==> src/irq_pkg.sv <==
package irq_pkg;

  // ---------------------------------------------------------------
  // register offsets
  // ---------------------------------------------------------------
  localparam logic [7:0] CMD_OFS     = 8'h00;
  localparam logic [7:0] GROUP_A_OFS = 8'h06;
  localparam logic [7:0] GROUP_B_OFS = 8'h07;
  localparam logic [7:0] EN_A_OFS    = 8'h08;
  localparam logic [7:0] EN_B_OFS    = 8'h09;
  localparam logic [7:0] EVT_STS_OFS = 8'h10;
  localparam logic [7:0] EVT_CLR_OFS = 8'h11;
  localparam logic [7:0] EVT_EN_OFS  = 8'h12;

  // ---------------------------------------------------------------
  // field positions
  // ---------------------------------------------------------------
  localparam int MODE_BIT      = 7;
  localparam int A_HIGH_BIT    = 6;
  localparam int A_LOW_BIT     = 5;
  localparam int A_DONE_BIT    = 4;
  localparam int A_TX_BIT      = 3;
  localparam int A_RX_BIT      = 2;
  localparam int A_ERR_BIT     = 1;
  localparam int A_SOF_BIT     = 0;
  localparam int B_GLOBAL_BIT  = 6;
  localparam int B_CARD_BIT    = 5;
  localparam int B_SW_TOP      = 5;
  localparam int EN_INVERT_BIT = 7;
  localparam int EN_PINEN_BIT  = 6;
  localparam int EN_DRIVE_BIT  = 7;
  localparam int EVT_GLOBAL    = 0;
  localparam int EVT_BADCMD    = 1;

  // ---------------------------------------------------------------
  // reset values and codes
  // ---------------------------------------------------------------
  localparam logic [6:0] FLAGS_RST = 7'h00;
  localparam logic [7:0] EN_RST    = 8'h00;
  localparam logic [1:0] EVT_RST   = 2'h0;
  localparam logic [7:0] READ_ZERO = 8'h00;
  localparam logic [3:0] CMD_IDLE  = 4'h0;
  localparam logic [3:0] CMD_COUNT = 4'hC;

  typedef struct packed {
    logic       fifo_high_alert_status;
    logic       fifo_low_alert_status;
    logic       tx_done;
    logic       rx_done;
    logic       sof_detect;
    logic       fifo_write_error;
    logic       fifo_overflow_error;
    logic       protocol_error;
    logic       no_data_error;
    logic       integrity_error;
    logic       card_detect;
    logic [4:0] counter_underflow;
  } core_events_t;

  typedef struct packed {
    logic       level;
    logic       oe;
  } pin_drive_t;

endpackage

==> src/irq_flags.sv <==
// Decided for this implementation: the plain strobed port.
`timescale 1ns/10ps
// Notes on behaviour
// - bit 7 of write selects set or clear
// - group a: ones change, zeros keep
// - group b: software touches bits 5..0 only
// - high alert status latches flag bit 6
// - low alert status latches flag bit 5
// - command finishing itself sets done flag
// - host writing idle does not set flag
// - transmit finished sets bit 3
// - receive end sets bit 2 regardless
// - any of five errors sets bit 1
// - frame start detection sets bit 0
// - enabled flag set raises global flag
// - card detection sets group b bit 5
// - counter n underflow sets bit n
// - enable bits gate flags into global
// - pin needs enable; invert bit flips level
// - drive select: push-pull or open-drain
module irq_flags #(
  parameter int CMD_W = 4
) (
  input  wire logic                  sys_clk,
  input  wire logic                  sys_rst,
  input  wire logic                  clk_en,
  input  wire logic [7:0]            reg_addr,
  input  wire logic [7:0]            reg_wdata,
  input  wire logic                  reg_wr,
  input  wire logic                  reg_rd,
  output logic      [7:0]            reg_rdata,
  input  wire irq_pkg::core_events_t core_events,
  input  wire logic                  cmd_finished,
  output logic      [CMD_W-1:0]      cmd_active,
  input  wire logic                  irq_pin_i,
  output logic                       irq_pin_o,
  output logic                       irq_pin_oe,
  output logic                       host_irq
);

  // ---------------------------------------------------------------
  // state
  // ---------------------------------------------------------------
  logic [6:0]       group_a_reg;
  logic [6:0]       group_b_reg;
  logic [7:0]       en_a_reg;
  logic [7:0]       en_b_reg;
  logic [CMD_W-1:0] cmd_reg;
  logic [1:0]       evt_sts_reg;
  logic [1:0]       evt_en_reg;
  logic [6:0]       group_a_next;
  logic [6:0]       group_b_next;
  logic [6:0]       hw_set_a;
  logic [6:0]       hw_set_b;
  logic             any_error;
  logic             global_level;
  logic             global_prev_reg;
  logic             bad_cmd;
  logic             pin_level;
  irq_pkg::pin_drive_t drive;

  // applies a masked set or clear; hardware sets win over a clear
  function automatic logic [6:0] apply_write(
    input logic [6:0] cur,
    input logic [6:0] mask,
    input logic       mode,
    input logic [6:0] hw_set
  );
    logic [6:0] tmp;
    tmp = mode ? (cur | mask) : (cur & ~mask);
    return tmp | hw_set;
  endfunction

  function automatic logic hit(input logic [7:0] ofs);
    return reg_wr && (reg_addr == ofs);
  endfunction

  // ---------------------------------------------------------------
  // command field
  // ---------------------------------------------------------------
  // codes at or above the known count are treated as unrecognised
  // a process, not an assign: hit() reads the strobe and address from module scope
  always_comb begin
    bad_cmd = hit(irq_pkg::CMD_OFS)
              && (reg_wdata[CMD_W-1:0] >= CMD_W'(irq_pkg::CMD_COUNT));
  end

  always_ff @(posedge sys_clk or posedge sys_rst) begin
    if (sys_rst) begin
      cmd_reg <= CMD_W'(irq_pkg::CMD_IDLE);
    end else if (clk_en) begin
      if (bad_cmd) begin
        cmd_reg <= CMD_W'(irq_pkg::CMD_IDLE);
      end else if (hit(irq_pkg::CMD_OFS)) begin
        cmd_reg <= reg_wdata[CMD_W-1:0];
      end else if (cmd_finished && cmd_reg != CMD_W'(irq_pkg::CMD_IDLE)) begin
        cmd_reg <= CMD_W'(irq_pkg::CMD_IDLE);
      end
    end
  end

  assign cmd_active = cmd_reg;

  // ---------------------------------------------------------------
  // hardware event sources
  // ---------------------------------------------------------------
  assign any_error = core_events.fifo_write_error
                   | core_events.fifo_overflow_error
                   | core_events.protocol_error
                   | core_events.no_data_error
                   | core_events.integrity_error;

  always_comb begin
    hw_set_a = 7'h00;
    // alert flags latch from the level, so they stay set while status is high
    hw_set_a[irq_pkg::A_HIGH_BIT] = core_events.fifo_high_alert_status;
    hw_set_a[irq_pkg::A_LOW_BIT]  = core_events.fifo_low_alert_status;
    // a host write of the idle code is not a self finish
    hw_set_a[irq_pkg::A_DONE_BIT] = bad_cmd
        || (cmd_finished && cmd_reg != CMD_W'(irq_pkg::CMD_IDLE)
            && !hit(irq_pkg::CMD_OFS));
    hw_set_a[irq_pkg::A_TX_BIT]   = core_events.tx_done;
    hw_set_a[irq_pkg::A_RX_BIT]   = core_events.rx_done;
    hw_set_a[irq_pkg::A_ERR_BIT]  = any_error;
    hw_set_a[irq_pkg::A_SOF_BIT]  = core_events.sof_detect;
  end

  always_comb begin
    hw_set_b = 7'h00;
    hw_set_b[irq_pkg::B_CARD_BIT] = core_events.card_detect;
    hw_set_b[4:0] = core_events.counter_underflow;
  end

  // ---------------------------------------------------------------
  // global request
  // ---------------------------------------------------------------
  assign global_level = |(group_a_reg & en_a_reg[6:0])
                      | |(group_b_reg[5:0] & en_b_reg[5:0]);

  // ---------------------------------------------------------------
  // request flag registers
  // ---------------------------------------------------------------
  always_comb begin
    group_a_next = group_a_reg | hw_set_a;
    if (hit(irq_pkg::GROUP_A_OFS)) begin
      group_a_next = apply_write(group_a_reg, reg_wdata[6:0],
                                 reg_wdata[irq_pkg::MODE_BIT], hw_set_a);
    end
  end

  always_comb begin
    group_b_next = group_b_reg | hw_set_b;
    if (hit(irq_pkg::GROUP_B_OFS)) begin
      // mask out the global position so software never moves it
      group_b_next = apply_write(group_b_reg, {1'b0, reg_wdata[5:0]},
                                 reg_wdata[irq_pkg::MODE_BIT], hw_set_b);
    end
    group_b_next[irq_pkg::B_GLOBAL_BIT] = global_level;
  end

  always_ff @(posedge sys_clk or posedge sys_rst) begin
    if (sys_rst) begin
      group_a_reg <= irq_pkg::FLAGS_RST;
    end else if (clk_en) begin
      group_a_reg <= group_a_next;
    end
  end

  always_ff @(posedge sys_clk or posedge sys_rst) begin
    if (sys_rst) begin
      group_b_reg <= irq_pkg::FLAGS_RST;
    end else if (clk_en) begin
      group_b_reg <= group_b_next;
    end
  end

  // ---------------------------------------------------------------
  // enable registers
  // ---------------------------------------------------------------
  always_ff @(posedge sys_clk or posedge sys_rst) begin
    if (sys_rst) begin
      en_a_reg <= irq_pkg::EN_RST;
      en_b_reg <= irq_pkg::EN_RST;
    end else if (clk_en) begin
      if (hit(irq_pkg::EN_A_OFS)) begin
        en_a_reg <= reg_wdata;
      end
      if (hit(irq_pkg::EN_B_OFS)) begin
        en_b_reg <= reg_wdata;
      end
    end
  end

  // ---------------------------------------------------------------
  // interrupt pin
  // ---------------------------------------------------------------
  assign pin_level = (group_b_reg[irq_pkg::B_GLOBAL_BIT]
                      & en_b_reg[irq_pkg::EN_PINEN_BIT])
                     ^ en_a_reg[irq_pkg::EN_INVERT_BIT];

  // open drain only pulls low; the high level comes from the pull-up
  always_comb begin
    drive.level = pin_level;
    drive.oe    = en_b_reg[irq_pkg::EN_DRIVE_BIT] | ~pin_level;
  end

  assign irq_pin_o  = drive.level;
  assign irq_pin_oe = drive.oe;

  // ---------------------------------------------------------------
  // block event status, clear and enable
  // ---------------------------------------------------------------
  always_ff @(posedge sys_clk or posedge sys_rst) begin
    if (sys_rst) begin
      global_prev_reg <= 1'b0;
    end else if (clk_en) begin
      global_prev_reg <= group_b_reg[irq_pkg::B_GLOBAL_BIT];
    end
  end

  always_ff @(posedge sys_clk or posedge sys_rst) begin
    if (sys_rst) begin
      evt_sts_reg <= irq_pkg::EVT_RST;
    end else if (clk_en) begin
      logic [1:0] clr;
      logic [1:0] set;
      clr = hit(irq_pkg::EVT_CLR_OFS) ? reg_wdata[1:0] : 2'h0;
      set = {bad_cmd,
             group_b_reg[irq_pkg::B_GLOBAL_BIT] & ~global_prev_reg};
      evt_sts_reg <= (evt_sts_reg & ~clr) | set;
    end
  end

  always_ff @(posedge sys_clk or posedge sys_rst) begin
    if (sys_rst) begin
      evt_en_reg <= irq_pkg::EVT_RST;
    end else if (clk_en && hit(irq_pkg::EVT_EN_OFS)) begin
      evt_en_reg <= reg_wdata[1:0];
    end
  end

  assign host_irq = |(evt_sts_reg & evt_en_reg);

  // ---------------------------------------------------------------
  // read port
  // ---------------------------------------------------------------
  always_ff @(posedge sys_clk or posedge sys_rst) begin
    if (sys_rst) begin
      reg_rdata <= irq_pkg::READ_ZERO;
    end else if (clk_en) begin
      reg_rdata <= irq_pkg::READ_ZERO;
      if (reg_rd) begin
        unique case (reg_addr)
          irq_pkg::CMD_OFS:     reg_rdata <= 8'(cmd_reg);
          irq_pkg::GROUP_A_OFS: reg_rdata <= {1'b0, group_a_reg};
          irq_pkg::GROUP_B_OFS: reg_rdata <= {1'b0, group_b_reg};
          irq_pkg::EN_A_OFS:    reg_rdata <= en_a_reg;
          irq_pkg::EN_B_OFS:    reg_rdata <= en_b_reg;
          irq_pkg::EVT_STS_OFS: reg_rdata <= {6'h00, evt_sts_reg};
          irq_pkg::EVT_EN_OFS:  reg_rdata <= {6'h00, evt_en_reg};
          default:              reg_rdata <= irq_pkg::READ_ZERO;
        endcase
      end
    end
  end
endmodule

==> config.mk <==
export PLATFORM = sky130hd
export DESIGN_NAME = irq_flags
export DESIGN_NICKNAME = d
export VERILOG_FILES = /design/src/irq_pkg.sv /design/src/irq_flags.sv
export SDC_FILE = /design/constraint.sdc
export NUM_CORES = 1
export LEC_CHECK = 0
export ABC_AREA = 0
export BUFFER_PORTS_ARGS = -buffer_cell sky130_fd_sc_hd__clkbuf_2
export CORE_MARGIN = 4
export CORE_UTILIZATION = 35
export DETAILED_ROUTE_END_ITERATION = 16
export MAX_ROUTING_LAYER = met4
export PLACE_DENSITY = 0.65
export SYNTH_ARGS = -nofsm -noshare
export SYNTH_HDL_FRONTEND = slang
export SYNTH_SLANG_ARGS = --single-unit
==> constraint.sdc <==
create_clock -name sys_clk -period 1.7 [get_ports sys_clk]
set_input_delay 0 -clock sys_clk [delete_from_list [all_inputs] [get_ports sys_clk]]
set_output_delay 0 -clock sys_clk [all_outputs]
set_load 0.02 [all_outputs]
# Word-level counts from Yosys, hierarchy flattened
# Cells that the tools add are included.
# totals
regBits,47
wordCells,76
# op_classes
order_cmp,1
n_eq_ne,7
mux,10
n_bitwise,27
n_reduce_logical,22
# ops
cell,count
8-bit one-hot mux with 7 select lines,1
8-bit by 5-bit equality test with 1-bit output (second input constant),3
7-bit bitwise OR,3
6-bit bitwise OR,3
8-bit by 3-bit equality test with 1-bit output (second input constant),2
8-bit by 4-bit equality test with 1-bit output (second input constant),2
7-bit bitwise AND,2
7-bit two-way mux,2
6-bit bitwise AND,2
4-bit two-way mux,3
6-bit two-way mux,2
1-bit logical AND,11
8-bit zero test,1
8-bit two-way mux,1
7-bit NOT,1
7-bit OR reduction,1
6-bit NOT,1
1-bit bitwise OR,6
2-bit AND reduction,3
6-bit OR reduction,1
2-bit bitwise AND,2
4-bit >= comparator (second input constant),1
4-bit nonzero test,1
3-bit nonzero test,1
9 further kinds,11

# Depth between registers and ports, before layout
# depth
ltp_word,7
depth_mapped,8
ltp_nobuf,5

# Least setup slack after synthesis
# Ideal clock, no wire load.
# synth_path
path_type,input to register
from,input reg_addr[2]
to,register en_b_reg[0]
setup_time_ns,0.125
arrival_time_ns,1.327
required_time_ns,1.575
path_slack_ns,0.248
path_stages,6
n_path_buf,2
cell_sequence,buf_2 > nor2_1 > nand2_2 > or4_1 > buf_6 > mux2_4
# synth_via
elab_chain_cells,3
# synth_rtl
element,line,source
start: declaration,irq_flags.sv:27,"input wire logic [7:0] reg_addr,"
8-bit by 4-bit equality test with 1-bit output,irq_flags.sv:75,return reg_wr && (reg_addr == ofs);
1-bit logical AND,irq_flags.sv:75,
2-bit AND reduction (no line),-,
end signal: assignment,irq_flags.sv:183,en_b_reg <= irq_pkg::EN_RST;
end signal: assignment,irq_flags.sv:189,en_b_reg <= reg_wdata;
end: declaration,irq_flags.sv:47,logic [7:0] en_b_reg;
# No other way between the ends.
# A chain may end at the register's enable or synchronous reset.

# Worst setup path in the final report
# layout_path
from,"register cmd_reg[1], in the netlist cmd_active[1]"
to,register reg_rdata[1]
# layout_via
elab_chain_cells,2
# layout_rtl
element,line,source
start: declaration,irq_flags.sv:48,logic [CMD_W-1:0] cmd_reg;
start signal: assignment,irq_flags.sv:90,cmd_reg <= CMD_W'(irq_pkg::CMD_IDLE);
start signal: assignment,irq_flags.sv:93,cmd_reg <= CMD_W'(irq_pkg::CMD_IDLE);
start signal: assignment,irq_flags.sv:95,cmd_reg <= reg_wdata[CMD_W-1:0];
8-bit one-hot mux with 7 select lines,irq_flags.sv:253,unique case (reg_addr)
8-bit two-way mux,irq_flags.sv:252,if (reg_rd) begin
end signal: assignment,irq_flags.sv:251,reg_rdata <= irq_pkg::READ_ZERO;
end signal: assignment,irq_flags.sv:254,irq_pkg::CMD_OFS: reg_rdata <= 8'(cmd_reg);
end signal: assignment,irq_flags.sv:255,"irq_pkg::GROUP_A_OFS: reg_rdata <= {1'b0, group_a_reg};"
end: declaration,irq_flags.sv:31,"output logic [7:0] reg_rdata,"
# No other way between the ends.

==> results.py <==
metrics = {
    "outcome": {
        "status": "complete, no violations",
    },
    "setup_path": {
        "critPathKind": "register to register",
        "path_cells": "mux2_2 > a221oi_1 > o32a_1 > o22ai_1",
        "crit_path_start_kind": "register",
        "crit_buf_inv": 0,
        "path_delay_family": "compound AO/OA/AOI/OAI gates",
        "crit_fanout": 4,
        "crit_slowest_cell": "dfrtp_1",
        "worst-endpoint-arrival_ns": 1.59,
        "cp-end-kind": "register",
        "critPathMaxStageDelay_ns": 0.43,
        "cp.required_ns": 1.88,
    },
    "die": {
        "die_w_um": 93.9,
        "core_area_mm2": 0.00721,
        "start_util_pct": 35.8,
        "row_count": 31,
        "die_h_um": 93.9,
        "die_area_mm2": 0.00882,
        "ios": 54,
    },
    "clocking": {
        "numCtsBuffers": 5,
        "clock-root-buffer": "clkbuf_8",
        "clk_pin_slew_ns": 0.09,
        "cts_resized": 0,
        "clock-sinks": 47,
        "clkLatencyLatePin_ns": 0.30,
        "clock_path_buffers": 2,
        "htreeDepth": 2,
        "cts_tree": "built",
    },
    "power_and_ir_drop": {
        "p_per_area_mw_per_mm2": 690,
        "power.leakage_nw": 1.45,
        "irDropWorstVdd_uv": 265,
    },
    "placed_design": {
        "portBuffers": 52,
        "dpl.hpwl_um": 5700,
        "gp_congestion": 0.900,
    },
    "synth": {
        "ys_warn_count": 0,
        "synthCells": 247,
        "ys_seq_area_share_pct": 45.5,
        "syn_avg_cell_area_um2": 10.5,
        "synth_top_area_cell": "dfrtp_1",
        "synth_edf_count": 0,
        "netlist_area_mm2": 0.00258,
        "ys_ff_latch": 47,
        "async_reset_ff_share_pct": 100,
        "synthFlopType": "dfrtp_1",
        "syn-num-nets": 286,
        "ys_top_cells_by_area": "dfrtp_1 46%, mux2_2 4.8%, mux2_4 3.5%",
        "post-synth-top-area-fraction_pct": 45.5,
        "synth_cell_type_count": 51,
    },
    "global_routing": {
        "antenna_found_initial": 0,
        "grt_pass1_wl_um": 12500,
        "grt_pass1_vias": 2351,
        "grt-ovfl-total": 0,
        "grt_max_degree": 27,
        "grtUsageTotal_pct": 19.0,
    },
    "cells_and_area": {
        "drive_gt1_share_pct": 31.5,
        "diodes": 0,
        "syn_to_final_growth_pct": 25.6,
        "nNetsFinal": 359,
        "post-route-util_pct": 45.0,
    },
    "timing": {
        "slew_viol_final": 0,
        "maxSlewHeadroom_pct": 60.6,
        "hold_violations": 0,
        "fin_crit_ns": 1.40,
        "setup_viol": 0,
        "setup-tns-final_ns": 0,
        "rsz0062_at_grt": "false",
        "worst_pin_slew_ns": 0.586,
        "skew_ns": 0.00472,
        "max_freq_ghz": 0.713,
        "min_period_over_period_pct": 82.5,
    },
    "routing": {
        "wl_per_cell_um": 18.3,
        "vias": 2343,
        "firstDrtPassIters": 4,
        "ant_nets": 0,
        "drt-total-wl_um": 7680,
        "route.detailed.drc": 0,
        "viasPerCell": 5.58,
        "drtIter0Drc": 180,
    },
    "flow_run": {
        "maxCapViolCount": 0,
    },
    "min_path": {
        "hp-class": "primary input to register",
    },
}
-- layout make-up --
cell class	count	area, µm²
clock buffer	7	96.3
sequential	47	1180
fill	718	3970
tap	99	124
inverter	14	52.6
timing repair buffer	82	518
clock inverter	1	7.51
multi-input combinational	170	1270
-- worst min-delay path, delay by kind of cell --
| kind | cells | cell delay, ns |
|---|---|---|
| AND/OR/NAND/NOR | 1 | 0.05 |
| buffers and inverters | 1 | 0.15 |
| multiplexers | 1 | 0.09 |
-- synthesized netlist by cell type, types with 4 or more instances --
cell type,instances
a221oi_1,9
nor2_1,13
dfrtp_1,47
a32o_1,5
nand3_1,4
a22oi_1,5
mux2_2,11
mux2_4,6
o21ai_0,7
inv_1,14
a21oi_1,13
mux2i_1,8
nor3b_1,6
o22ai_1,7
nand2_1,17
o32ai_1,4
buf_2,7
a41o_1,6
clkbuf_1,6
nor3_1,4
nor2b_1,4
-- cell families after synthesis --
logic type                after synthesis  synth area share, %
buffers and inverters                  30                 5.28
xor gates and xnor gates                1                0.339
muxes                                  25                 11.4
DFF                                    47                 45.5
AOI/OAI and AO/OA                      71                 20.7
and+or+nand+nor                        73                 16.8
-- cells in the final DEF (no fill, tap or decap), drive strengths merged, types with 2 or more instances in the layout --
| master | Yosys | layout |
|---|---|---|
| inv | 14 | 14 |
| nand2b | 3 | 3 |
| mux2i | 8 | 8 |
| o32ai | 4 | 4 |
| nand3 | 4 | 4 |
| and3 | 2 | 2 |
| nor4 | 5 | 5 |
| a22oi | 5 | 5 |
| a211oi | 2 | 2 |
| nor3 | 5 | 5 |
| or4 | 3 | 3 |
| dlygate4sd3 | 0 | 13 |
| o2bb2ai | 2 | 2 |
| clkbuf | 6 | 59 |
| a21oi | 13 | 13 |
| o22ai | 7 | 7 |
| a22o | 2 | 2 |
| dfrtp | 47 | 47 |
| o32a | 3 | 3 |
| o21ai | 7 | 7 |
| nor3b | 7 | 7 |
| nand4 | 3 | 3 |
| nor2b | 4 | 4 |
| a32o | 5 | 5 |
| a221oi | 9 | 9 |
| buf | 10 | 17 |
| nor2 | 13 | 13 |
| mux2 | 17 | 17 |
| a41o | 6 | 6 |
| nand2 | 18 | 18 |
-- power by group --
part | switching (mW) | internal [mW] | leakage (nW)
registers | 0.0280 | 1.15 | 0.586
logic | 0.176 | 0.136 | 0.816
clock network | 0.385 | 0.370 | 0.0505
-- repair_timing --
item / 4_1_cts / 5_1_grt
hold buffers: 13 / 0
hold endpoints to repair: 36 / 0
buffers inserted: 0 / 0
-- through the flow --
stage          instances  hold WS, ns  setup slack [ns]  total power, mW  area [µm²]
2_1_floorplan        247        0.117             0.248             1.35        2580
3_3_place_gp         399       0.0683             0.123             1.48        3010
3_5_place_dp         399       0.0769            0.0959             1.48        3010
4_1_cts              420       0.0183             0.300             2.25        3250
5_1_grt              420       0.0101             0.152             2.35        3250
6_report             420       0.0143             0.297             2.24        3250
-- path summary, 6_finish.rpt --
check | from | end | slack, ns | depth (start not counted)
max reg2reg | cmd_active[1]$_DFFE_PP0P_ | reg_rdata[1]$_DFFE_PP0P_ | 0.30 | 4
min in group asynchronous | sys_rst | group_a_reg[1]$_DFFE_PP0P_ | 0.28 | 3
min reg2reg | global_prev_reg$_DFFE_PP0P_ | evt_sts_reg[0]$_DFFE_PP0P_ | 0.45 | 1
max | cmd_active[1]$_DFFE_PP0P_ | reg_rdata[1]$_DFFE_PP0P_ | 0.30 | 4
min | reg_wdata[7] | group_a_reg[6]$_DFFE_PP0P_ | 0.01 | 3
max in group asynchronous | sys_rst | en_b_reg[1]$_DFFE_PP0P_ | 0.83 | 4
-- layer usage --
layer  track usage [%]  share of wire, %
met5                 -                 0
met4              4.69               1.5
met3              3.77               6.3
met2              29.3                46
met1              25.7                46
Note: power is estimated with default switching activity, not from simulation.
